File: src/verilog/idt_defines.vh
`ifndef IDT_DEFINES_VH
`define IDT_DEFINES_VH

// decoder states
`define IDT_ST_IDLE      3'h0
`define IDT_ST_MODRM     3'h1
`define IDT_ST_IMM_LO    3'h2
`define IDT_ST_IMM_HI    3'h3
`define IDT_ST_SECOND    3'h4
`define IDT_ST_EXEC      3'h5
`define IDT_ST_STRING    3'h6

// opcode patterns and masks
`define IDT_OP_COPY_TO_REG  8'h8A
`define IDT_MK_W            8'hFE
`define IDT_OP_SEG_LOAD     8'h8E
`define IDT_OP_IMM_REG      8'hB0
`define IDT_MK_IMM_REG      8'hF0
`define IDT_OP_IMM_RM       8'hC6
`define IDT_OP_POP_SEG      8'h07
`define IDT_MK_POP_SEG      8'hE7
`define IDT_OP_FAR_EXTRA    8'hC4
`define IDT_OP_FLAGS_AH     8'h9E
`define IDT_OP_GROUP3       8'hF6
`define IDT_OP_SIGNED_IMM   8'h69
`define IDT_MK_SIGNED_IMM   8'hFD
`define IDT_OP_BCD_ADJ      8'hD4
`define IDT_OP_BCD_BASE     8'h0A
`define IDT_OP_WIDEN        8'h98
`define IDT_OP_SHIFT_ONE    8'hD0
`define IDT_OP_SHIFT_CNT    8'hD2
`define IDT_OP_TEST_RM      8'h84
`define IDT_OP_STR_COPY     8'hA4
`define IDT_OP_STR_CMP      8'hA6
`define IDT_OP_STR_IN       8'h6C
`define IDT_OP_REP          8'hF3
`define IDT_OP_REP_Z        8'hF2
`define IDT_MK_REP          8'hFE
`define IDT_OP_GROUP5       8'hFF
`define IDT_OP_FAR_CALL     8'h9A

// field positions
`define IDT_BIT_W        0
`define IDT_BIT_D        1
`define IDT_BIT_S        1
`define IDT_BIT_IMM_W    3
`define IDT_MOD_REG      2'h3
`define IDT_SEG_CODE     2'h1
`define IDT_REG_MUL      3'h4
`define IDT_REG_DIV      3'h6
`define IDT_REG_SIGNED_QUOTIENT     3'h7
`define IDT_REG_FARCALL  3'h3

// base clock counts
`define IDT_CLK_2        8'h02
`define IDT_CLK_3        8'h03
`define IDT_CLK_4        8'h04
`define IDT_CLK_5        8'h05
`define IDT_CLK_6        8'h06
`define IDT_CLK_7        8'h07
`define IDT_CLK_8        8'h08
`define IDT_CLK_9        8'h09
`define IDT_CLK_13       8'h0D
`define IDT_CLK_14       8'h0E
`define IDT_CLK_16       8'h10
`define IDT_CLK_17       8'h11
`define IDT_CLK_19       8'h13
`define IDT_CLK_20       8'h14
`define IDT_CLK_21       8'h15
`define IDT_CLK_22       8'h16
`define IDT_CLK_24       8'h18
`define IDT_CLK_25       8'h19
`define IDT_CLK_28       8'h1C
`define IDT_CLK_29       8'h1D
`define IDT_CLK_41       8'h29
`define IDT_CLK_82       8'h52
`define IDT_CLK_86       8'h56
`define IDT_CLK_ZERO     8'h00

// call gate kinds on gate_kind_i
`define IDT_GATE_NONE    2'h0
`define IDT_GATE_SAME    2'h1
`define IDT_GATE_INNER   2'h2

// phase value on which each processor clock ends
`define IDT_SYS_PER_PCLK 1'b1

`endif

File: src/verilog/idt_clock_counter.v
`timescale 1ns/100ps
// counts processor clocks (one per two system clocks) down to zero
module idt_clock_counter (
  input  wire        core_clk_i,  // system clock
  input  wire        reset_i,     // synchronous, active high
  input  wire        load_i,      // load a new count
  input  wire [15:0] count_i,     // processor clocks to run
  output wire        busy_o,      // count still running
  output wire        done_o       // last processor clock finishing
);
`include "idt_defines.vh"

  reg [15:0] remain;  // processor clocks left
  reg        phase;   // system clock half of processor clock

  // divide by two: step the count once per processor clock
  always @(posedge core_clk_i) begin
    if (reset_i) begin
      remain <= 16'h0000;
      phase  <= 1'b0;
    end else if (load_i) begin
      remain <= count_i;
      phase  <= 1'b0;
    end else if (remain != 16'h0000) begin
      phase <= ~phase;
      if (phase == `IDT_SYS_PER_PCLK)
        remain <= remain - 16'h0001;
    end
  end

  assign busy_o = (remain != 16'h0000);
  assign done_o = (remain == 16'h0001) && (phase == `IDT_SYS_PER_PCLK);

endmodule // idt_clock_counter

File: src/verilog/idt_decoder.v
`timescale 1ns/100ps
// instruction decoder and clock-count sequencer
module idt_decoder (
  input  wire        core_clk_i,       // system clock, 100 MHz
  input  wire        reset_i,          // synchronous, active high
  input  wire [7:0]  byte_i,           // next instruction byte
  input  wire        byte_valid_i,     // byte_i holds a byte
  input  wire        protected_i,      // protected virtual mode
  input  wire [15:0] count_register_i, // string repeat count
  input  wire [7:0]  shift_count_byte_i, // shift count
  input  wire [1:0]  gate_kind_i,      // far call gate kind
  input  wire [4:0]  gate_params_i,    // gate parameter count x
  input  wire [3:0]  next_code_bytes_i, // m: bytes of next instr
  input  wire [7:0]  penalty_i,        // wait and address penalty
  input  wire        divide_fault_i,   // divide operand fault
  output wire        byte_ready_o,     // byte accepted this cycle
  output reg  [7:0]  opcode_o,         // decoded opcode
  output reg  [7:0]  modrm_o,          // decoded ModRM byte
  output reg  [15:0] immediate_o,      // immediate, extended
  output reg         word_op_o,        // word sized operation
  output reg         to_reg_o,         // result to reg field
  output reg         mem_operand_o,    // operand in memory
  output reg         flags_only_o,     // result discarded
  output reg  [15:0] clocks_o,         // processor clocks charged
  output reg         busy_o,           // executing
  output reg         done_o,           // execution complete pulse
  output reg         undefined_o,      // undefined opcode pulse
  output reg         divide_error_o    // divide exception pulse
);
`include "idt_defines.vh"

  reg [2:0]  state;      // decoder state
  reg [7:0]  op;         // first opcode byte
  reg [7:0]  rm;         // ModRM byte
  reg [7:0]  prefix;     // last repeat prefix seen, zero after reset
  reg        has_prefix; // repeat prefix seen
  reg        need_imm;   // ModRM instruction carries immediate
  reg        imm_word;   // immediate has two bytes
  reg        imm_sext;   // byte immediate sign-extended
  reg        is_div;     // divide instruction pending
  reg [15:0] base;       // charged count
  reg        cnt_load;   // start the counter
  reg [2:0]  next_state; // next decoder state

  wire       cnt_busy;   // counter running
  wire       cnt_done;   // counter finishing
  wire       cnt_start;  // load, unless the encoding is refused
  wire [2:0] rm_reg  = modrm_field(byte_i);
  wire       rm_mem  = (byte_i[7:6] != `IDT_MOD_REG);
  wire       wbit    = op[`IDT_BIT_W];

  // middle field of a ModRM byte
  function [2:0] modrm_field;
    input [7:0] b;
    begin
      modrm_field = b[5:3];
    end
  endfunction

  // opcodes that need a ModRM byte
  function needs_modrm;
    input [7:0] o;
    begin
      needs_modrm =
        ((o & `IDT_MK_W) == `IDT_OP_COPY_TO_REG) ||
        (o == `IDT_OP_SEG_LOAD) ||
        ((o & `IDT_MK_W) == `IDT_OP_IMM_RM) ||
        (o == `IDT_OP_FAR_EXTRA) ||
        ((o & `IDT_MK_W) == `IDT_OP_GROUP3) ||
        ((o & `IDT_MK_SIGNED_IMM) == `IDT_OP_SIGNED_IMM) ||
        ((o & `IDT_MK_W) == `IDT_OP_SHIFT_ONE) ||
        ((o & `IDT_MK_W) == `IDT_OP_SHIFT_CNT) ||
        ((o & `IDT_MK_W) == `IDT_OP_TEST_RM) ||
        (o == `IDT_OP_GROUP5);
    end
  endfunction

  // counter shared by every instruction
  idt_clock_counter u_counter (
    .core_clk_i (core_clk_i),
    .reset_i    (reset_i),
    .load_i     (cnt_start),
    .count_i    (base),
    .busy_o     (cnt_busy),
    .done_o     (cnt_done)
  );

  // bytes are only taken while decoding, not executing
  assign byte_ready_o = byte_valid_i && (state != `IDT_ST_EXEC) &&
                        (state != `IDT_ST_STRING);

  // count for one complete ModRM instruction, per opcode and operand
  function [15:0] rm_count;
    input [7:0] o;
    input [7:0] r;
    input       mem;
    input       prot;
    input       w;
    reg   [7:0] c;
    begin
      c = `IDT_CLK_ZERO;
      if ((o & `IDT_MK_W) == `IDT_OP_COPY_TO_REG)
        c = mem ? `IDT_CLK_5 : `IDT_CLK_2;
      else if (o == `IDT_OP_SEG_LOAD)
        c = prot ? (mem ? `IDT_CLK_19 : `IDT_CLK_17)
                 : (mem ? `IDT_CLK_5 : `IDT_CLK_2);
      else if ((o & `IDT_MK_W) == `IDT_OP_IMM_RM)
        c = mem ? `IDT_CLK_3 : `IDT_CLK_2;
      else if (o == `IDT_OP_FAR_EXTRA)
        c = prot ? `IDT_CLK_21 : `IDT_CLK_7;
      else if ((o & `IDT_MK_SIGNED_IMM) == `IDT_OP_SIGNED_IMM)
        c = mem ? `IDT_CLK_24 : `IDT_CLK_21;
      else if ((o & `IDT_MK_W) == `IDT_OP_SHIFT_ONE)
        c = mem ? `IDT_CLK_7 : `IDT_CLK_2;
      else if ((o & `IDT_MK_W) == `IDT_OP_SHIFT_CNT)
        c = mem ? `IDT_CLK_8 : `IDT_CLK_5;
      else if ((o & `IDT_MK_W) == `IDT_OP_TEST_RM)
        c = mem ? `IDT_CLK_6 : `IDT_CLK_2;
      else if ((o & `IDT_MK_W) == `IDT_OP_GROUP3) begin
        case (r[5:3])
          `IDT_REG_MUL:
            c = w ? `IDT_CLK_21 : `IDT_CLK_13;
          `IDT_REG_DIV:
            c = w ? `IDT_CLK_22 : `IDT_CLK_14;
          `IDT_REG_SIGNED_QUOTIENT:
            c = w ? `IDT_CLK_25 : `IDT_CLK_17;
          default:
            c = `IDT_CLK_ZERO;
        endcase
        // memory operand adds three to every product and quotient
        if (mem)
          c = c + `IDT_CLK_3;
      end
      rm_count = {8'h00, c};
    end
  endfunction

  // string count: single, or base plus cost per iteration
  function [15:0] str_count;
    input [7:0]  o;
    input        rep;
    input [15:0] n;
    begin
      if (!rep)
        str_count = {8'h00, `IDT_CLK_5};
      else if ((o & `IDT_MK_W) == `IDT_OP_STR_CMP)
        str_count = {8'h00, `IDT_CLK_5} +
                    n * {8'h00, `IDT_CLK_9};
      else
        str_count = {8'h00, `IDT_CLK_5} +
                    (n << 2);
    end
  endfunction

  // next-state and count selection
  always @* begin
    next_state = state;
    cnt_load   = 1'b0;
    base       = 16'h0000;
    case (state)
      `IDT_ST_IDLE: begin
        if (byte_valid_i && !cnt_busy) begin
          if ((byte_i & `IDT_MK_REP) == `IDT_OP_REP_Z)
            next_state = `IDT_ST_IDLE;                       // prefix byte
          else if (needs_modrm(byte_i))
            next_state = `IDT_ST_MODRM;
          else if (byte_i == `IDT_OP_BCD_ADJ ||
                   byte_i == `IDT_OP_FAR_CALL)
            next_state = `IDT_ST_SECOND;
          else if ((byte_i & `IDT_MK_IMM_REG) == `IDT_OP_IMM_REG)
            next_state = `IDT_ST_IMM_LO;
          else if ((byte_i & `IDT_MK_W) == `IDT_OP_STR_COPY ||
                   ((byte_i & `IDT_MK_W) == `IDT_OP_STR_CMP &&
                    has_prefix) ||
                   (byte_i & `IDT_MK_W) == `IDT_OP_STR_IN) begin
            next_state = `IDT_ST_STRING;
            cnt_load   = 1'b1;
            base       = str_count(byte_i, has_prefix,
                                   count_register_i);
          end else if (byte_i == `IDT_OP_FLAGS_AH ||
                       byte_i == `IDT_OP_WIDEN) begin
            next_state = `IDT_ST_EXEC;
            cnt_load   = 1'b1;
            base       = {8'h00, `IDT_CLK_2};
          end else if ((byte_i & `IDT_MK_POP_SEG) == `IDT_OP_POP_SEG &&
                       byte_i[4:3] != `IDT_SEG_CODE) begin
            next_state = `IDT_ST_EXEC;
            cnt_load   = 1'b1;
            base       = {8'h00, protected_i ? `IDT_CLK_20
                                             : `IDT_CLK_5};
          end
        end
      end
      `IDT_ST_MODRM: begin
        if (byte_valid_i) begin
          if (need_imm)
            next_state = `IDT_ST_IMM_LO;
          else begin
            next_state = `IDT_ST_EXEC;
            cnt_load   = 1'b1;
            if (op == `IDT_OP_GROUP5)
              base = (protected_i ? {8'h00, `IDT_CLK_29}
                                  : {8'h00, `IDT_CLK_16}) +
                     {12'h000, next_code_bytes_i};
            else
              base = rm_count(op, byte_i, rm_mem, protected_i, wbit);
            if ((op & `IDT_MK_W) == `IDT_OP_SHIFT_CNT)
              base = base + {8'h00, shift_count_byte_i};
          end
        end
      end
      `IDT_ST_IMM_LO: begin
        if (byte_valid_i) begin
          if (imm_word)
            next_state = `IDT_ST_IMM_HI;
          else begin
            next_state = `IDT_ST_EXEC;
            cnt_load   = 1'b1;
            base       = ((op & `IDT_MK_IMM_REG) == `IDT_OP_IMM_REG)
                         ? {8'h00, `IDT_CLK_2}
                         : rm_count(op, rm, mem_operand_o,
                                    protected_i, wbit);
          end
        end
      end
      `IDT_ST_IMM_HI: begin
        if (byte_valid_i) begin
          next_state = `IDT_ST_EXEC;
          cnt_load   = 1'b1;
          base       = ((op & `IDT_MK_IMM_REG) == `IDT_OP_IMM_REG)
                       ? {8'h00, `IDT_CLK_2}
                       : rm_count(op, rm, mem_operand_o,
                                  protected_i, wbit);
        end
      end
      `IDT_ST_SECOND: begin
        if (byte_valid_i) begin
          next_state = `IDT_ST_EXEC;
          cnt_load   = 1'b1;
          if (op == `IDT_OP_BCD_ADJ)
            base = {8'h00, `IDT_CLK_16};
          else if (gate_kind_i == `IDT_GATE_INNER)
            base = ((gate_params_i == 5'h00) ? {8'h00, `IDT_CLK_82}
                   : {8'h00, `IDT_CLK_86} +
                     {9'h000, gate_params_i, 2'b00}) +
                   {12'h000, next_code_bytes_i};
          else
            base = {8'h00, `IDT_CLK_41} +
                   {12'h000, next_code_bytes_i};
        end
      end
      `IDT_ST_EXEC,
      `IDT_ST_STRING: begin
        if (cnt_done)
          next_state = `IDT_ST_IDLE;
      end
      default:
        next_state = `IDT_ST_IDLE;
    endcase
    // bus waits and address penalties ride on every base count
    if (cnt_load)
      base = base + {8'h00, penalty_i};
  end

  // legality: anything not decoded, or register form of memory-only
  wire idle_bad = (state == `IDT_ST_IDLE) && byte_valid_i &&
                  !cnt_busy && (next_state == `IDT_ST_IDLE) &&
                  ((byte_i & `IDT_MK_REP) != `IDT_OP_REP_Z);
  wire rm_bad = (state == `IDT_ST_MODRM) && byte_valid_i && (
                  ((op == `IDT_OP_FAR_EXTRA) && !rm_mem) ||
                  ((op == `IDT_OP_GROUP5) &&
                   (rm_reg != `IDT_REG_FARCALL || !rm_mem)) ||
                  (((op & `IDT_MK_W) == `IDT_OP_GROUP3) &&
                   rm_reg != `IDT_REG_MUL && rm_reg != `IDT_REG_DIV &&
                   rm_reg != `IDT_REG_SIGNED_QUOTIENT));
  wire sec_bad = (state == `IDT_ST_SECOND) && byte_valid_i &&
                 (op == `IDT_OP_BCD_ADJ) &&
                 (byte_i != `IDT_OP_BCD_BASE);

  // a refused encoding must not start the counter, or a stray done follows
  assign cnt_start = cnt_load && !rm_bad && !sec_bad;

  // state, fields and outputs
  always @(posedge core_clk_i) begin
    if (reset_i) begin
      state          <= `IDT_ST_IDLE;
      op             <= 8'h00;
      rm             <= 8'h00;
      prefix         <= 8'h00;
      has_prefix     <= 1'b0;
      need_imm       <= 1'b0;
      imm_word       <= 1'b0;
      imm_sext       <= 1'b0;
      is_div         <= 1'b0;
      opcode_o       <= 8'h00;
      modrm_o        <= 8'h00;
      immediate_o    <= 16'h0000;
      word_op_o      <= 1'b0;
      to_reg_o       <= 1'b0;
      mem_operand_o  <= 1'b0;
      flags_only_o   <= 1'b0;
      clocks_o       <= 16'h0000;
      busy_o         <= 1'b0;
      done_o         <= 1'b0;
      undefined_o    <= 1'b0;
      divide_error_o <= 1'b0;
    end else begin
      done_o         <= cnt_done;
      busy_o         <= !rm_bad && !sec_bad &&
                        ((next_state == `IDT_ST_EXEC) ||
                         (next_state == `IDT_ST_STRING));
      // a bad encoding drops back to idle and flags it once
      undefined_o    <= idle_bad || rm_bad || sec_bad;
      // divide fault only reported as a divide finishes
      divide_error_o <= cnt_done && is_div && divide_fault_i;
      state          <= (rm_bad || sec_bad) ? `IDT_ST_IDLE : next_state;
      if (cnt_start)
        clocks_o <= base;
      if (cnt_done)
        has_prefix <= 1'b0;
      if (state == `IDT_ST_IDLE && byte_valid_i && !cnt_busy) begin
        if ((byte_i & `IDT_MK_REP) == `IDT_OP_REP_Z) begin
          prefix     <= byte_i;
          has_prefix <= 1'b1;
        end else begin
          op           <= byte_i;
          opcode_o     <= byte_i;
          word_op_o    <= byte_i[`IDT_BIT_W];
          to_reg_o     <= byte_i[`IDT_BIT_D];
          flags_only_o <= ((byte_i & `IDT_MK_W) == `IDT_OP_TEST_RM);
          immediate_o  <= 16'h0000;
          is_div       <= 1'b0;
          mem_operand_o <= 1'b0;
          // immediate-to-register keeps width in bit three
          if ((byte_i & `IDT_MK_IMM_REG) == `IDT_OP_IMM_REG) begin
            word_op_o <= byte_i[`IDT_BIT_IMM_W];
            imm_word  <= byte_i[`IDT_BIT_IMM_W];
            imm_sext  <= 1'b0;
          end else if ((byte_i & `IDT_MK_SIGNED_IMM) ==
                       `IDT_OP_SIGNED_IMM) begin
            imm_word  <= ~byte_i[`IDT_BIT_S];
            imm_sext  <= byte_i[`IDT_BIT_S];
          end else begin
            imm_word  <= byte_i[`IDT_BIT_W];
            imm_sext  <= 1'b0;
          end
          need_imm <= ((byte_i & `IDT_MK_W) == `IDT_OP_IMM_RM) ||
                      ((byte_i & `IDT_MK_SIGNED_IMM) ==
                       `IDT_OP_SIGNED_IMM);
        end
      end
      if (state == `IDT_ST_MODRM && byte_valid_i) begin
        rm            <= byte_i;
        modrm_o       <= byte_i;
        mem_operand_o <= rm_mem;
        is_div <= ((op & `IDT_MK_W) == `IDT_OP_GROUP3) &&
                  (rm_reg == `IDT_REG_DIV || rm_reg == `IDT_REG_SIGNED_QUOTIENT);
      end
      if (state == `IDT_ST_IMM_LO && byte_valid_i)
        immediate_o <= imm_sext ? {{8{byte_i[7]}}, byte_i}
                                : {8'h00, byte_i};
      if (state == `IDT_ST_IMM_HI && byte_valid_i)
        immediate_o <= {byte_i, immediate_o[7:0]};
      if (state == `IDT_ST_SECOND && byte_valid_i)
        modrm_o <= byte_i;
    end
  end

endmodule // idt_decoder

File: config.mk
export PLATFORM = sky130hd
export DESIGN_NAME = idt_decoder
export DESIGN_NICKNAME = d
export VERILOG_FILES = /design/src/verilog/idt_clock_counter.v /design/src/verilog/idt_decoder.v
export VERILOG_INCLUDE_DIRS = /design/src /design/src/verilog
export SDC_FILE = /design/constraint.sdc
export NUM_CORES = 1
export LEC_CHECK = 0
export BUFFER_PORTS_ARGS = -buffer_cell sky130_fd_sc_hd__buf_2
export CORE_UTILIZATION = 42
export DETAILED_ROUTE_END_ITERATION = 7
export PLACE_DENSITY = 0.59
export SETUP_SLACK_MARGIN = 0.1
export SLEW_MARGIN = 20
export SYNTH_ARGS = -nofsm -noshare
export SYNTH_HDL_FRONTEND = slang
export SYNTH_SLANG_ARGS = --single-unit
export TNS_END_PERCENT = 10
File: constraint.sdc
create_clock -name core_clk_i -period 7.88 [get_ports core_clk_i]
set_clock_uncertainty 0.1 [all_clocks]
set_input_delay 0.788 -clock core_clk_i [delete_from_list [all_inputs] [get_ports core_clk_i]]
set_output_delay 0.788 -clock core_clk_i [all_outputs]
set_load 0.05 [all_outputs]
Word-level counts from Yosys, hierarchy flattened

Cells that the tools add are included.

Output and inout port bits: 57
Register bits after elaboration: 87

Mux-type cells: 160
$mul: 1
Bitwise gates (word level): 4
Equal/unequal tests: 61
Add/sub/neg operators: 12
Reductions and logical operators: 74

Operators with widths:

| cell                    | count |
|---|---|
| $mux W8                 | 66 |
| $mux W16                | 23 |
| $eq A7 B7 Y1 const B    | 15 |
| $eq A8 B8 Y1 const B    | 11 |
| $pmux W16 S5            | 1 |
| $mux W3                 | 20 |
| $mux W5                 | 8 |
| $eq A3 B3 Y1 const B    | 11 |
| $add A16 B8 Y16         | 2 |
| $add A3 B16 Y16 const A | 2 |
| $pmux W5 S3             | 2 |
| $logic_and A1 B1 Y1     | 29 |
| $mux W1                 | 27 |
| $mux W9                 | 3 |
| $add A8 B2 Y8 const B   | 3 |
| $mux W4                 | 6 |
| $logic_or A1 B1 Y1      | 22 |
| $eq A7 B6 Y1 const B    | 3 |
| $eq A16 B1 Y1 const B   | 1 |
| $mul A16 B4 Y16 const B | 1 |
| $reduce_bool A16 Y1     | 1 |
| $sub A16 B1 Y16 const B | 1 |
| $ne A3 B3 Y1 const B    | 5 |
| $pmux W3 S5             | 1 |
| other kinds (26)        | 48 |

Logic depth before layout (Yosys ltp)

Gate-level depths: netlist of run 1.

Word-level depth: 38
Mapped depth: 28

Cells and area by module

A second synthesis of run 1 with hierarchy kept.

Cell total of the unflattened synthesis: 1,029
Area, all modules: 7,681.1 µm²

Modules (own cells, without submodules):

| module            | cells each | area each (µm²) | instances |
|---|---|---|---|
| idt_decoder       | 895        | 6,623.9         | 1 |
| idt_clock_counter | 134        | 1,057.3         | 1 |

Worst setup path before layout of run 1

No wires, ideal clock.

Path type: input -> register
From: input port byte_i[5]
To: register u_counter.remain[14]
Required time: 7.714 ns
Arrival time: 5.276 ns
Setup slack: 2.438 ns
Library setup time: 0.066 ns
Cell stages on the path: 25
Cells stage by stage: clkbuf_1 > clkbuf_1 > nand3_1 > ha_1 > nand2_1 > o211ai_1 > a31oi_1 > a211oi_1 > a21oi_1 > ha_1 > a21o_1 > a21o_1 > a21o_1 > a21oi_1 > nor2b_1 > o21ai_0 > xor2_1 > o211ai_1 > ha_1 > o21ai_0 > a21oi_1 > nand2_2 > o31a_1 > or4_4 > a21oi_2

Word-level cells in the longest chain between the ends: 38
Elaborated cells on any way between the ends: 115
Those cells by class: 3 x add/sub; 28 x eq/ne; 53 x mux; 31 x reduce/logical

Ends and longest elaborated chain:

| what                   | line                   | text |
|---|---|---|
| start: declaration     | idt_decoder.v:6        | `input wire [7:0] byte_i,` |
| $eq A3 B3 Y1           | n/a                    |  |
| $pmux W5 S3            | n/a                    |  |
| $mux W8                | idt_decoder.v:119      | `` else if ((o & `IDT_MK_W) == `IDT_OP_GROUP3) begin `` |
| $mux W8                | idt_decoder.v:117      | `` else if ((o & `IDT_MK_W) == `IDT_OP_TEST_RM) `` |
| $mux W8                | idt_decoder.v:115      | `` else if ((o & `IDT_MK_W) == `IDT_OP_SHIFT_CNT) `` |
| $mux W8                | idt_decoder.v:113      | `` else if ((o & `IDT_MK_W) == `IDT_OP_SHIFT_ONE) `` |
| $mux W8                | idt_decoder.v:111      | `` else if ((o & `IDT_MK_SIGNED_IMM) == `IDT_OP_SIGNED_IMM) `` |
| $mux W8                | idt_decoder.v:109      | `` else if (o == `IDT_OP_FAR_EXTRA) `` |
| [... 22 more ...]      | n/a                    |  |
| $add A16 B8 Y16        | idt_decoder.v:208      | `base = base + {8'h00, shift_count_byte_i};` |
| $mux W16               | idt_decoder.v:207      | `` if ((op & `IDT_MK_W) == `IDT_OP_SHIFT_CNT) `` |
| $mux W16               | idt_decoder.v:196      | `if (need_imm)` |
| $mux W16               | idt_decoder.v:195      | `if (byte_valid_i) begin` |
| $pmux W16 S5           | idt_decoder.v:160      | `case (state)` |
| $add A16 B8 Y16        | idt_decoder.v:262      | `base = base + {8'h00, penalty_i};` |
| $mux W16               | idt_decoder.v:261      | `if (cnt_load)` |
| $mux W16               | idt_clock_counter.v:21 | `end else if (load_i) begin` |
| end signal: assignment | idt_clock_counter.v:22 | `remain <= count_i;` |
| end signal: assignment | idt_clock_counter.v:27 | `remain <= remain - 16'h0001;` |
| end: declaration       | idt_clock_counter.v:13 | `reg [15:0] remain;` |

Several ways; a longest one is shown, not always the timed one. The select of a mux whose other input is x is not followed.
A chain may end at the register's enable or synchronous reset.

Final worst setup path of run 1

From: register op[1]
To: register u_counter.remain[14]

Word-level cells in the longest chain between the ends: 22
Elaborated cells on any way between the ends: 73
Those cells by class: 2 x add/sub; 10 x eq/ne; 44 x mux; 17 x reduce/logical

Ends and longest elaborated chain:

| what                          | line                   | text |
|---|---|---|
| start: declaration            | idt_decoder.v:33       | `reg [7:0] op;` |
| start signal: assignment      | idt_decoder.v:326      | `op <= byte_i;` |
| $eq A7 B7 Y1 (no source line) | n/a                    |  |
| $mux W8                       | idt_decoder.v:119      |  |
| $mux W8                       | idt_decoder.v:117      |  |
| $mux W8                       | idt_decoder.v:115      |  |
| $mux W8                       | idt_decoder.v:113      |  |
| $mux W8                       | idt_decoder.v:111      |  |
| $mux W8                       | idt_decoder.v:109      |  |
| $mux W8                       | idt_decoder.v:107      | `` else if ((o & `IDT_MK_W) == `IDT_OP_IMM_RM) `` |
| [... 6 more ...]              | n/a                    |  |
| $add A16 B8 Y16               | idt_decoder.v:208      |  |
| $mux W16                      | idt_decoder.v:207      |  |
| $mux W16                      | idt_decoder.v:196      |  |
| $mux W16                      | idt_decoder.v:195      |  |
| $pmux W16 S5                  | idt_decoder.v:160      |  |
| $add A16 B8 Y16               | idt_decoder.v:262      |  |
| $mux W16                      | idt_decoder.v:261      |  |
| $mux W16                      | idt_clock_counter.v:21 |  |

Several ways; a longest one is shown, not always the timed one. The select of a mux whose other input is x is not followed.

==> results of run 1 <==
-- worst max path at each step --
stage / startpoint / end / slack (ns) / depth (start not counted)
detailed placement: byte_i[4] / u_counter.remain[14]$_SDFFE_PP0P_ / 1.90 / 25
global placement: byte_i[4] / u_counter.remain[14]$_SDFFE_PP0P_ / 2.01 / 25
finish: op[1]$_SDFFE_PP0P_ / u_counter.remain[14]$_SDFFE_PP0P_ / 2.07 / 23
floorplan: byte_i[5] / u_counter.remain[14]$_SDFFE_PP0P_ / 2.44 / 25
CTS: op[1]$_SDFFE_PP0P_ / u_counter.remain[14]$_SDFFE_PP0P_ / 2.07 / 23
global route: op[1]$_SDFFE_PP0P_ / u_counter.remain[14]$_SDFFE_PP0P_ / 1.49 / 23
-- cell usage in the layout, fill, tap and decap left out, types with 3 or more instances in the layout --
cell	n
ha_1	70
xor2_1	29
o2111ai_1	3
and3b_1	3
a311oi_1	4
nand4_1	9
a21oi_1	79
o22ai_1	6
clkbuf_16	9
nor2b_1	22
nor4_1	18
or3_1	9
a21o_1	15
or4_1	8
clkinvlp_4	3
mux2i_1	12
fa_1	3
nor3b_1	6
a211oi_1	17
nand2b_1	20
a31oi_1	21
o21ai_0	53
buf_4	6
or2_2	4
o221ai_1	3
o21a_1	7
a22oi_1	4
nor3_1	27
nor2_1	80
and3_1	11
buf_2	112
o31ai_1	5
xnor2_1	35
nand3b_1	5
inv_1	31
nand3_1	47
o211ai_1	9
nand2_1	131
a22o_1	5
dfxtp_1	83
-- metrics by stage --
| step | power, uW | worst slack [ns] | hold slack, ns | cell area [um^2] |
|---|---|---|---|---|
| after detailed placement | 1430 | 1.90 | 0.333 | 8110 |
| final | 1860 | 2.07 | 0.339 | 8410 |
| after global routing | 2000 | 1.49 | 0.360 | 8410 |
| after floorplan | 1240 | 2.44 | 0.332 | 7400 |
| after global placement | 1440 | 2.01 | 0.333 | 8110 |
| after CTS | 1870 | 2.07 | 0.343 | 8410 |
-- logic make-up (layout without fill, tap and decap cells) --
family	count (synthesis)	after routing	share of synthesized area [%]
xor+xnor	64	64	7.58
compound gates	261	261	22.6
mux	12	12	1.62
simple gates	426	426	29.0
buf+inv	76	165	4.06
flops	83	83	22.5
fa+ha+maj	73	73	12.6
-- power breakdown --
| part | internal, uW | switching (uW) | total [uW] |
|---|---|---|---|
| registers | 488 | 87.6 | 576 |
| clock network | 255 | 172 | 427 |
| logic | 316 | 542 | 858 |
-- critical path, delay by kind of cell, from the launching register on --
family                   cells  cell delay, ns
AO/OA/AOI/OAI               13            2.17
AND/OR/NAND/NOR              6            1.85
adder cells (fa/ha/maj)      2            0.79
flip-flops                   1            0.55
XOR/XNOR                     1            0.17
buffers and inverters        1            0.09
-- per-layer routing --
metal,share of wire [%],up-vias
met1,50,3495
met4,1.5,2
li1,-,3803
met2,44,207
met3,4.8,22
met5,0.050,-
-- cell type report --
cell class | count | area [um^2]
Tap cell | 225 | 282
Clock inverter | 5 | 61.3
Fill cell | 1786 | 8820
Multi-Input combinational cell | 836 | 5440
Timing Repair Buffer | 118 | 606
Inverter | 31 | 116
Sequential cell | 83 | 1660
Clock buffer | 11 | 243
==> impl_results.md, run 1 <==
- Outcome: completed
- # Max-Cap Violations: 0
- CP Data Required Time: around 8 ns
- Vias per Instance: approximately 5.8
- Post-Layout Cell Count: about 1300
- Die Area: ~18000 um^2
- Row cnt: 48
- Post-CTS Setup Bufs: 0
- Synth top cells by count: 131 x nand2_1, 83 x dfxtp_1, 80 x nor2_1
- Die H: 135 um
- Grt met3 use: 2.85%
- HPWL Detailed: roughly 17000 um
- ANT nets after route: 0
- Setup slack, reg-to-reg: slightly above 2 ns
- Hold WC Path Type: register to register
- Post-Synthesis Cell Area: 7400 um^2
- Clock Tree Buf Depth: 2
- GRT met1 Usage: 35.2%
- Antenna violations before repair: 1
- RR Startpoint: op[1]$_SDFFE_PP0P_
- Global routing's busiest layer: met2
- Worst Reg-to-Reg Cells: 23
- Post-DR wirelength/cell: roughly 17 um
- Worst setup SP type: register
- Maximum clock frequency: between 150 and 200 MHz
- DR iter-0 viols: between 400 and 500
- Met2 Track Usage GR: 36.7%
- Clk pin slew, worst setup/hold paths: approximately 0.06 ns
- Async S/R FF share, synth: 0%
- Crit-path max FO: 12
- Total track usage: approximately 24%
- CP arrival: ~6.0 ns
- #FFs+latches synth: just over 80
- Actual slew at the worst max-slew pin: between 1 and 1.5 ns
- Largest cells by area after synthesis: dfxtp_1 22%, ha_1 12%, nand2_1 6.6%, a21oi_1 5.3%, xnor2_1 4.1%
- Setup TNS: 0 ns
- Area share of the largest cell type after synthesis: approximately 22%
- FF-to-FF End: u_counter.remain[14]$_SDFFE_PP0P_
- Worst-skew pair later-pin latency: 0.34 ns
- Worst path cell trace: nand2_1 > or3_1 > nor2_1 > o211ai_1 > a31oi_1 > a211oi_1 > a21oi_1 > inv_1 > fa_1 > xor2_1 > o221ai_1 > a31oi_1 > o21ai_0 > ha_1 > nor2b_1 > o21ai_0 > a21oi_1 > o21ai_0 > a21oi_1 > nand2_2 > o31a_1 > or4_4 > a21oi_2
- TritonCTS clock tree: built
- YS warnings: 0
- Setup repair after global routing missed its margin: false
- Vias in the first global route: around 6700
- Starting Density: 42.9%
- Post-route DRC: 0
- Fin. Hold Viols: 0
- Biggest registers after layout: clocks_o: 16 flops, immediate_o: 16 flops, u_counter.remain: 16 flops
- GR Overflow Total: 0
- EDFF count, synth: 0
- Hold path start: clocks_o[11]$_SDFFE_PP0P_
- Fin util: slightly below 50%
- Largest net degree at the start of global routing: 76
- Sequential area share after synthesis: around 22%
- Via count: ~7500
- Leak: ~0.0036 uW
- Hold path depth: 2
- Clock buffer count from CTS: 9
- Nets: 1208
- Distinct cells, synth: 80
- Post-route minimum period: 5.81 ns
- Syn Area/Cell: around 7.4 um^2
- Routed WL: 21900 um
- Period utilization: between 70% and 80%
- Max-slew headroom: a little under a third
- Slew Viols, Final: 0
- Power per cell area: ~220 nW/um^2
- Cell taking the most area after synthesis: dfxtp_1
- Final-report setup violation count: 0
- Worst Setup Path Type: register to register
- Ys flop type: dfxtp_1
- Num ports: around 110
- Drt first pass iters: 6
- Crit end category: register
- Clock sink total: between 80 and 90
- Worst hold path endpoint: clocks_o[11]$_SDFFE_PP0P_
- Slowest cell on crit path: nor2_1
- H-tree levels: 3
- Global-route wire length before repair: approximately 35000 um
- Core ar.: 17200 um^2
- Max stage delay on crit path: about 0.61 ns
- IO Port Bufs: ~110
- Root Buffer: clkbuf_16
- Share of layout cells above drive strength 1: 14.3%
- Cells after synthesis: about 1000
- Area delta synth->final: 13.7%
- # placed instances: about 1300
- Routability Congestion: ~0.90
- CTS Hold Bufs: 0
- Worst IR Drop VDD: ~0.12 mV
- Post-CTS Resized: 0
- Antenna cells: 0
- Most frequent cell after synthesis: nand2_1
- Net Count, Synth: between 1000 and 1500
- Die Span X: 135 um
No activity file was read; power rests on OpenSTA's default activity.
==> run 2, diff against run 1 <==
Settings changed: PLACE_DENSITY 0.59 to 0.61.
Clock period 7.88 ns to 4.8 ns, I/O delays scaled along.
==> impl_results.md, run 2 (synthesized netlist as in run 1, its figures left out) <==
- Antenna violations before repair: 1 (unchanged)
- CP Data Required Time: 4.98 ns (-3.07 ns)
- Outcome: finished with violations
- Die Area: 18200 um^2 (unchanged)
- ANT nets after route: 0 (unchanged)
- Crit-path max FO: 5 (-7)
- DR iter-0 viols: 444 (-4.1%)
- Die Span X: 135 um (unchanged)
- Commonest non-fill, non-tap cell in the layout: nand2_1
- Maximum clock frequency: 205 MHz (+19%)
- Max stage delay on crit path: 0.50 ns (-0.11 ns)
- Clk pin slew, worst setup/hold paths: 0.06 ns (about the same)
- Drt first pass iters: 4 (-2)
- Post-DR wirelength/cell: 16.4 um (-2.0%)
- Worst IR Drop VDD: 0.238 mV (+91%)
- Slew Viols, Final: 0 (unchanged)
- Failing checks: setup timing
- Vias in the first global route: 7444 (+11%)
- Bufs and invs on worst path: 10 (+9)
- Worst-skew pair later-pin latency: 0.34 ns (about the same)
- Die H: 135 um (unchanged)
- Clock buffer count from CTS: 9 (unchanged)
- Power per cell area: 352 nW/um^2 (+59%)
- HPWL Detailed: 18100 um (+7.1%)
- Post-route DRC: 0 (unchanged)
- Core ar.: 17200 um^2 (unchanged)
- Area delta synth->final: 26.9%
- Clock Tree Buf Depth: 2 (unchanged)
- TritonCTS clock tree: built
- Hold path start: divide_fault_i
- Final-report setup violation count: 2 (+2)
- # Max-Cap Violations: 0 (unchanged)
- # placed instances: 1381 (+6.8%)
- Commonest cells after routing, fill and taps aside: 130 x nand2_1, 112 x buf_2, 103 x buf_4
- Antenna cells: 0 (unchanged)
- Biggest registers after layout: clocks_o: 16 flops, immediate_o: 16 flops, u_counter.remain: 16 flops
- Actual slew at the worst max-slew pin: 0.961 ns (-0.0673 ns)
- Nets: 1307 (+8.2%)
- Row cnt: 48 (unchanged)
- Crit-path most repeated cell: buf_4
- Via count: 7890 (+4.8%)
- Fin util: 54.5% (+5.6 points)
- Vias per Instance: 5.61 (-2.5%)
- Leak: 0.00416 uW (+16%)
- Routed WL: 23100 um (+5.3%)
- Post-route minimum period: 4.88 ns (-0.933 ns)
- Starting Density: 42.9% (unchanged)
- Met2 wire len: 10900 um (+14%)
- Routability Congestion: 0.892 (-1.1%)
- Largest net degree at the start of global routing: 44 (-42%)
- Period utilization: 102% (+28 points)
- Total power: 3310 uW (+78%)
- Dominant delay contributor by cell family on the critical path: simple AND/OR/NAND/NOR gates
- Share of layout cells above drive strength 1: 24.8% (+10 points)
- RR Startpoint: op[4]$_SDFFE_PP0P_
- Root Buffer: clkbuf_16
- Num ports: 113 (unchanged)
- Setup repair after global routing missed its margin: true
- Setup slack, reg-to-reg: -0.08 ns (-2.15 ns)
- Post-Layout Cell Count: 1407 (+7.5%)
- Max-slew headroom: 35.7% (+4.5 points)
- Worst setup margin: -0.0756 ns (-2.15 ns)
- IO Port Bufs: 112 (unchanged)
- Hold path depth: 2 (unchanged)
- FF-to-FF End: u_counter.remain[14]$_SDFFE_PP0P_
- Crit end category: register
- Fin. Hold Viols: 0 (unchanged)
- Routed wl met3: 926 um (-13%)
- H-tree levels: 3 (unchanged)
- Global-route wire length before repair: 37200 um (+6.7%)
- Worst hold path endpoint: divide_error_o$_SDFF_PP0_
- GR Overflow Total: 0 (unchanged)
- Total track usage: 25.8% (+1.8 points)
- Setup TNS: -0.104 ns (-0.104 ns)
- Worst Setup Path Type: register to register
- CP arrival: 5.06 ns (-0.92 ns)
- Clock sink total: 83 (unchanged)
- Worst setup SP type: register
- Routed metal-1 wirelength: 10600 um (-2.7%)
- Top sig layer: met5
- Hold WC Path Type: primary input to register
- Worst Reg-to-Reg Cells: 26 (+13%)
- Slowest cell on crit path: or4_4
## run 2: per-stage QoR
stage          hold WS [ns]  area [um^2]  worst slack (ns)
3_3_place_gp          0.343         8890            -0.124
5_1_grt               0.289         9390            -0.318
2_1_floorplan         0.332         7560            0.0460
4_1_cts               0.279         9290           -0.0249
6_report              0.282         9390           -0.0756
3_5_place_dp          0.342         8890            -0.175
## run 2: where the power goes
group | internal (uW) | switching, uW | total, uW
sequential | 809 | 125 | 935
combinational | 648 | 957 | 1610
clock | 485 | 282 | 766
total | 1940 | 1360 | 3310
## run 2: layer usage
layer	vias up	GRT usage, %
li1	3995	-
met1	3662	32.6
met2	195	44.4
met3	36	3.87
met4	2	9.05
met5	-	0
## run 2: timing repair
item / CTS / global route
gates resized for setup: 7 / 14
pin swaps: 7 / 16
endpoints found under the setup margin: 17 / 22
buffers inserted: 6 / 5
hold endpoints to repair: 0 / 0
hold buffers: 0 / 0
## run 2: layout make-up
| cell class | count | area (um^2) |
|---|---|---|
| well taps | 225 | 282 |
| clock buffers | 11 | 254 |
| inverters | 31 | 116 |
| fillers | 1670 | 7850 |
| flip-flops and latches | 83 | 1690 |
| multi-input cells | 836 | 5610 |
| repair buffers | 217 | 1370 |
| clock inverters | 4 | 73.8 |
## run 2: worst max-delay path by stage
stage / from / end / slack, ns / depth (start not counted)
2_1_floorplan: op[3]$_SDFFE_PP0P_ / u_counter.remain[15]$_SDFFE_PP0P_ / 0.05 / 24
3_3_place_gp: byte_i[3] / u_counter.remain[15]$_SDFFE_PP0P_ / -0.12 / 24
3_5_place_dp: byte_i[3] / u_counter.remain[15]$_SDFFE_PP0P_ / -0.17 / 24
4_1_cts: op[1]$_SDFFE_PP0P_ / u_counter.remain[14]$_SDFFE_PP0P_ / -0.02 / 23
5_1_grt: op[4]$_SDFFE_PP0P_ / u_counter.remain[14]$_SDFFE_PP0P_ / -0.32 / 22
6_report: op[4]$_SDFFE_PP0P_ / u_counter.remain[14]$_SDFFE_PP0P_ / -0.08 / 26
## run 2: worst register-to-register path, delay by kind of cell, from the launching register on
| kind | cells | cell delay, ns |
|---|---|---|
| AO/OA/AOI/OAI | 9 | 1.36 |
| adder cells (fa/ha/maj) | 2 | 0.57 |
| flip-flops | 1 | 0.35 |
| AND/OR/NAND/NOR | 5 | 1.46 |
| buffers and inverters | 10 | 1.00 |
==> run 3, diff against run 2 <==
Settings changed: ABC_AREA set to 1, PLACE_DENSITY 0.61 to 0.59.
Clock period 4.8 ns to 5.3 ns, I/O delays scaled along.
==> impl_results.md, run 3 <==
- Most frequent cell after synthesis: nand2_1
- Nets: 1489 (+14%)
- Net Count, Synth: 1367 (+22%)
- Post-route minimum period: just under 5 ns
- Post-DR wirelength/cell: 15.7 um (-4.3%)
- Largest net degree at the start of global routing: 44 (unchanged)
- Crit-path most repeated cell: nand2_1
- # placed instances: 1571 (+14%)
- Routed WL: 25000 um (+8.4%)
- Die Area: 19500 um^2 (+7.5%)
- Slew Viols, Final: 0 (unchanged)
- EDFF count, synth: 0 (unchanged)
- Switching share of power: 43.5% (+2.3 points)
- Post-Layout Cell Count: 1594 (+13%)
- Async S/R FF share, synth: 0% (unchanged)
- Cell taking the most area after synthesis: dfxtp_1
- IO Port Bufs: 112 (unchanged)
- #FFs+latches synth: 83 (unchanged)
- Antenna violations before repair: 0 (-1)
- Actual slew at the worst max-slew pin: 0.983 ns (+0.0220 ns)
- Clock Tree Buf Depth: 2 (unchanged)
- Cells after synthesis: 1238 (+24%)
- # Max-Cap Violations: 0 (unchanged)
- Flop pwr share: 31.0% (+2.7 points)
- Commonest cells after routing, fill and taps aside: 238 x nand2_1, 156 x inv_1, 120 x nor2_1
- CTS Hold Bufs: 0 (unchanged)
- Distinct cells, synth: 64 (-20%)
- Biggest registers after layout: clocks_o: 16 flops, immediate_o: 16 flops, u_counter.remain: 16 flops
- Routability Congestion: 0.937 (+5.1%)
- Share of layout cells above drive strength 1: 18.4% (-6.4 points)
- Period utilization: between 90% and 100%
- YS warnings: 0 (unchanged)
- Power per cell area: 271 nW/um^2 (-23%)
- Outcome: completed
- Clock buffer count from CTS: 9 (unchanged)
- Clk pwr share: 26.6% (+3.4 points)
- Setup repair after global routing missed its margin: true
- Root Buffer: clkbuf_16
- CP Data Required Time: 5.45 ns (+0.47 ns)
- Internal: 1420 uW (-27%)
- Hold slack: 0.324 ns (+0.0417 ns)
- Vias per Instance: 5.36 (-4.4%)
- Syn Area/Cell: 6.43 um^2 (-14%)
- Fin. Hold Viols: 0 (unchanged)
- H-tree levels: 3 (unchanged)
- DR iter-0 viols: 506 (+14%)
- Area delta synth->final: 16.0%
- Crit end category: register
- Worst setup SP type: primary input
- Die H: 140 um (+3.7%)
- Worst Setup Path Type: primary input to register
- Psw: 1090 uW (-20%)
- Die Span X: 140 um (+3.7%)
- Row cnt: 49 (+2.1%)
- Crit-path max FO: 5 (unchanged)
- Global-route wire length before repair: 40300 um (+8.2%)
- Combinational share of power: 42.4% (-6.2 points)
- Vias in the first global route: 7982 (+7.2%)
- Max stage delay on crit path: 0.39 ns (-0.11 ns)
- Via count: 8546 (+8.3%)
- Antenna cells: 0 (unchanged)
- Largest cells by area after synthesis: dfxtp_1 21%, nand2_1 11%, ha_1 11%, inv_1 7.4%, a21oi_1 7.3%
- Clk pin slew, worst setup/hold paths: 0.07 ns (about the same)
- Hold WC Path Type: primary input to register
- Design Area, Final: 9240 um^2 (-1.6%)
- Core ar.: 18300 um^2 (+6.0%)
- Final-report setup violation count: 0 (-2)
- Setup TNS: 0 ns (+0.104 ns)
- Drt first pass iters: 5 (+1)
- Sequential area share after synthesis: 20.9% (-1.6 points)
- Starting Density: 43.6% (+0.65 points)
- Max-slew headroom: 34.1% (-1.6 points)
- HPWL Detailed: 19800 um (+9.2%)
- Num ports: 113 (unchanged)
- CP arrival: 4.96 ns (-0.10 ns)
- Leak: 0.00451 uW (+8.4%)
- Ys flop type: dfxtp_1
- Commonest non-fill, non-tap cell in the layout: nand2_1
- Total track usage: 25.8% (-0.030 points)
- Clock sink total: 83 (unchanged)
- Synth top cells by count: 239 x nand2_1, 156 x inv_1, 121 x nor2_1
- Fin util: 50.6% (-3.9 points)
- GR Overflow Total: 0 (unchanged)
- ANT nets after route: 0 (unchanged)
- TritonCTS clock tree: built
- Post-Synthesis Cell Area: 7960 um^2 (+7.6%)
- Post-route DRC: 0 (unchanged)
- Post-Place Cell Area: 8800 um^2 (-1.0%)
- Worst-skew pair later-pin latency: 0.36 ns (+0.02 ns)
- Worst IR Drop VDD: 0.172 mV (-28%)
- Maximum clock frequency: slightly above 200 MHz
- Slowest cell on crit path: ha_1
- Area share of the largest cell type after synthesis: 20.9% (-1.6 points)
## run 3: timing repair
| item | 4_1_cts | 5_1_grt |
|---|---|---|
| gates resized for setup | 0 | 19 |
| buffers inserted | 0 | 7 |
| setup endpoints to repair | 0 | 16 |
## run 3: final timing paths
path	start	end	slack (ns)	depth (start not counted)
worst max register to register	op[5]$_SDFFE_PP0P_	u_counter.remain[15]$_SDFFE_PP0P_	0.52	34
worst max-delay path	byte_i[3]	u_counter.remain[15]$_SDFFE_PP0P_	0.49	37
worst min register to register	clocks_o[3]$_SDFFE_PP0P_	clocks_o[3]$_SDFFE_PP0P_	0.36	2
worst min-delay path	divide_fault_i	divide_error_o$_SDFF_PP0_	0.32	2
## run 3: layer usage
layer	part of all wire, %	global-route usage, %	routed length [um]
met1	47	33.3	11600
met2	48	44.4	11900
met3	3.6	3.06	906
met4	2.1	8.10	528
met5	0	0	0
## run 3: through the flow
step,total power (uW),worst slack (ns)
floorplan,1590,0.452
finish,2510,0.489
CTS,2510,0.280
global placement,1840,0.103
global route,2690,0.0415
detailed placement,1840,0.0502
## run 3: power groups by stage
stage / sequential, uW / combinational [uW] / clock, uW
detailed placement: 786 / 1050 / 0
floorplan: 869 / 721 / 0
global placement: 786 / 1050 / 0
CTS: 773 / 1060 / 678
finish: 777 / 1060 / 667
global route: 789 / 1190 / 708
## run 3: logic make-up (layout without fill, tap and decap cells)
kind of cell / count (synthesis) / count (layout) / share of synthesized area (%)
and+or+nand+nor: 573 / 573 / 33.9
AOI/OAI and AO/OA: 274 / 274 / 19.6
buffers and inverters: 208 / 335 / 10.9
DFF: 83 / 83 / 20.9
adders and majority gates: 73 / 73 / 11.8
xor gates and xnor gates: 27 / 27 / 2.97
## run 3: cell type report
cell class	count	area, um^2
Timing Repair Buffer	143	796
Fill cell	1953	9030
Clock buffer	9	225
Sequential cell	83	1670
Tap cell	229	287
Multi-Input combinational cell	947	5500
Inverter	176	676
Clock inverter	7	81.3
## run 3: critical path, delay by kind of cell
family	cells	cell delay, ns
fa+ha+maj	3	0.89
simple gates	20	2.06
xor+xnor	1	0.15
buf+inv	6	0.45
compound gates	7	0.89
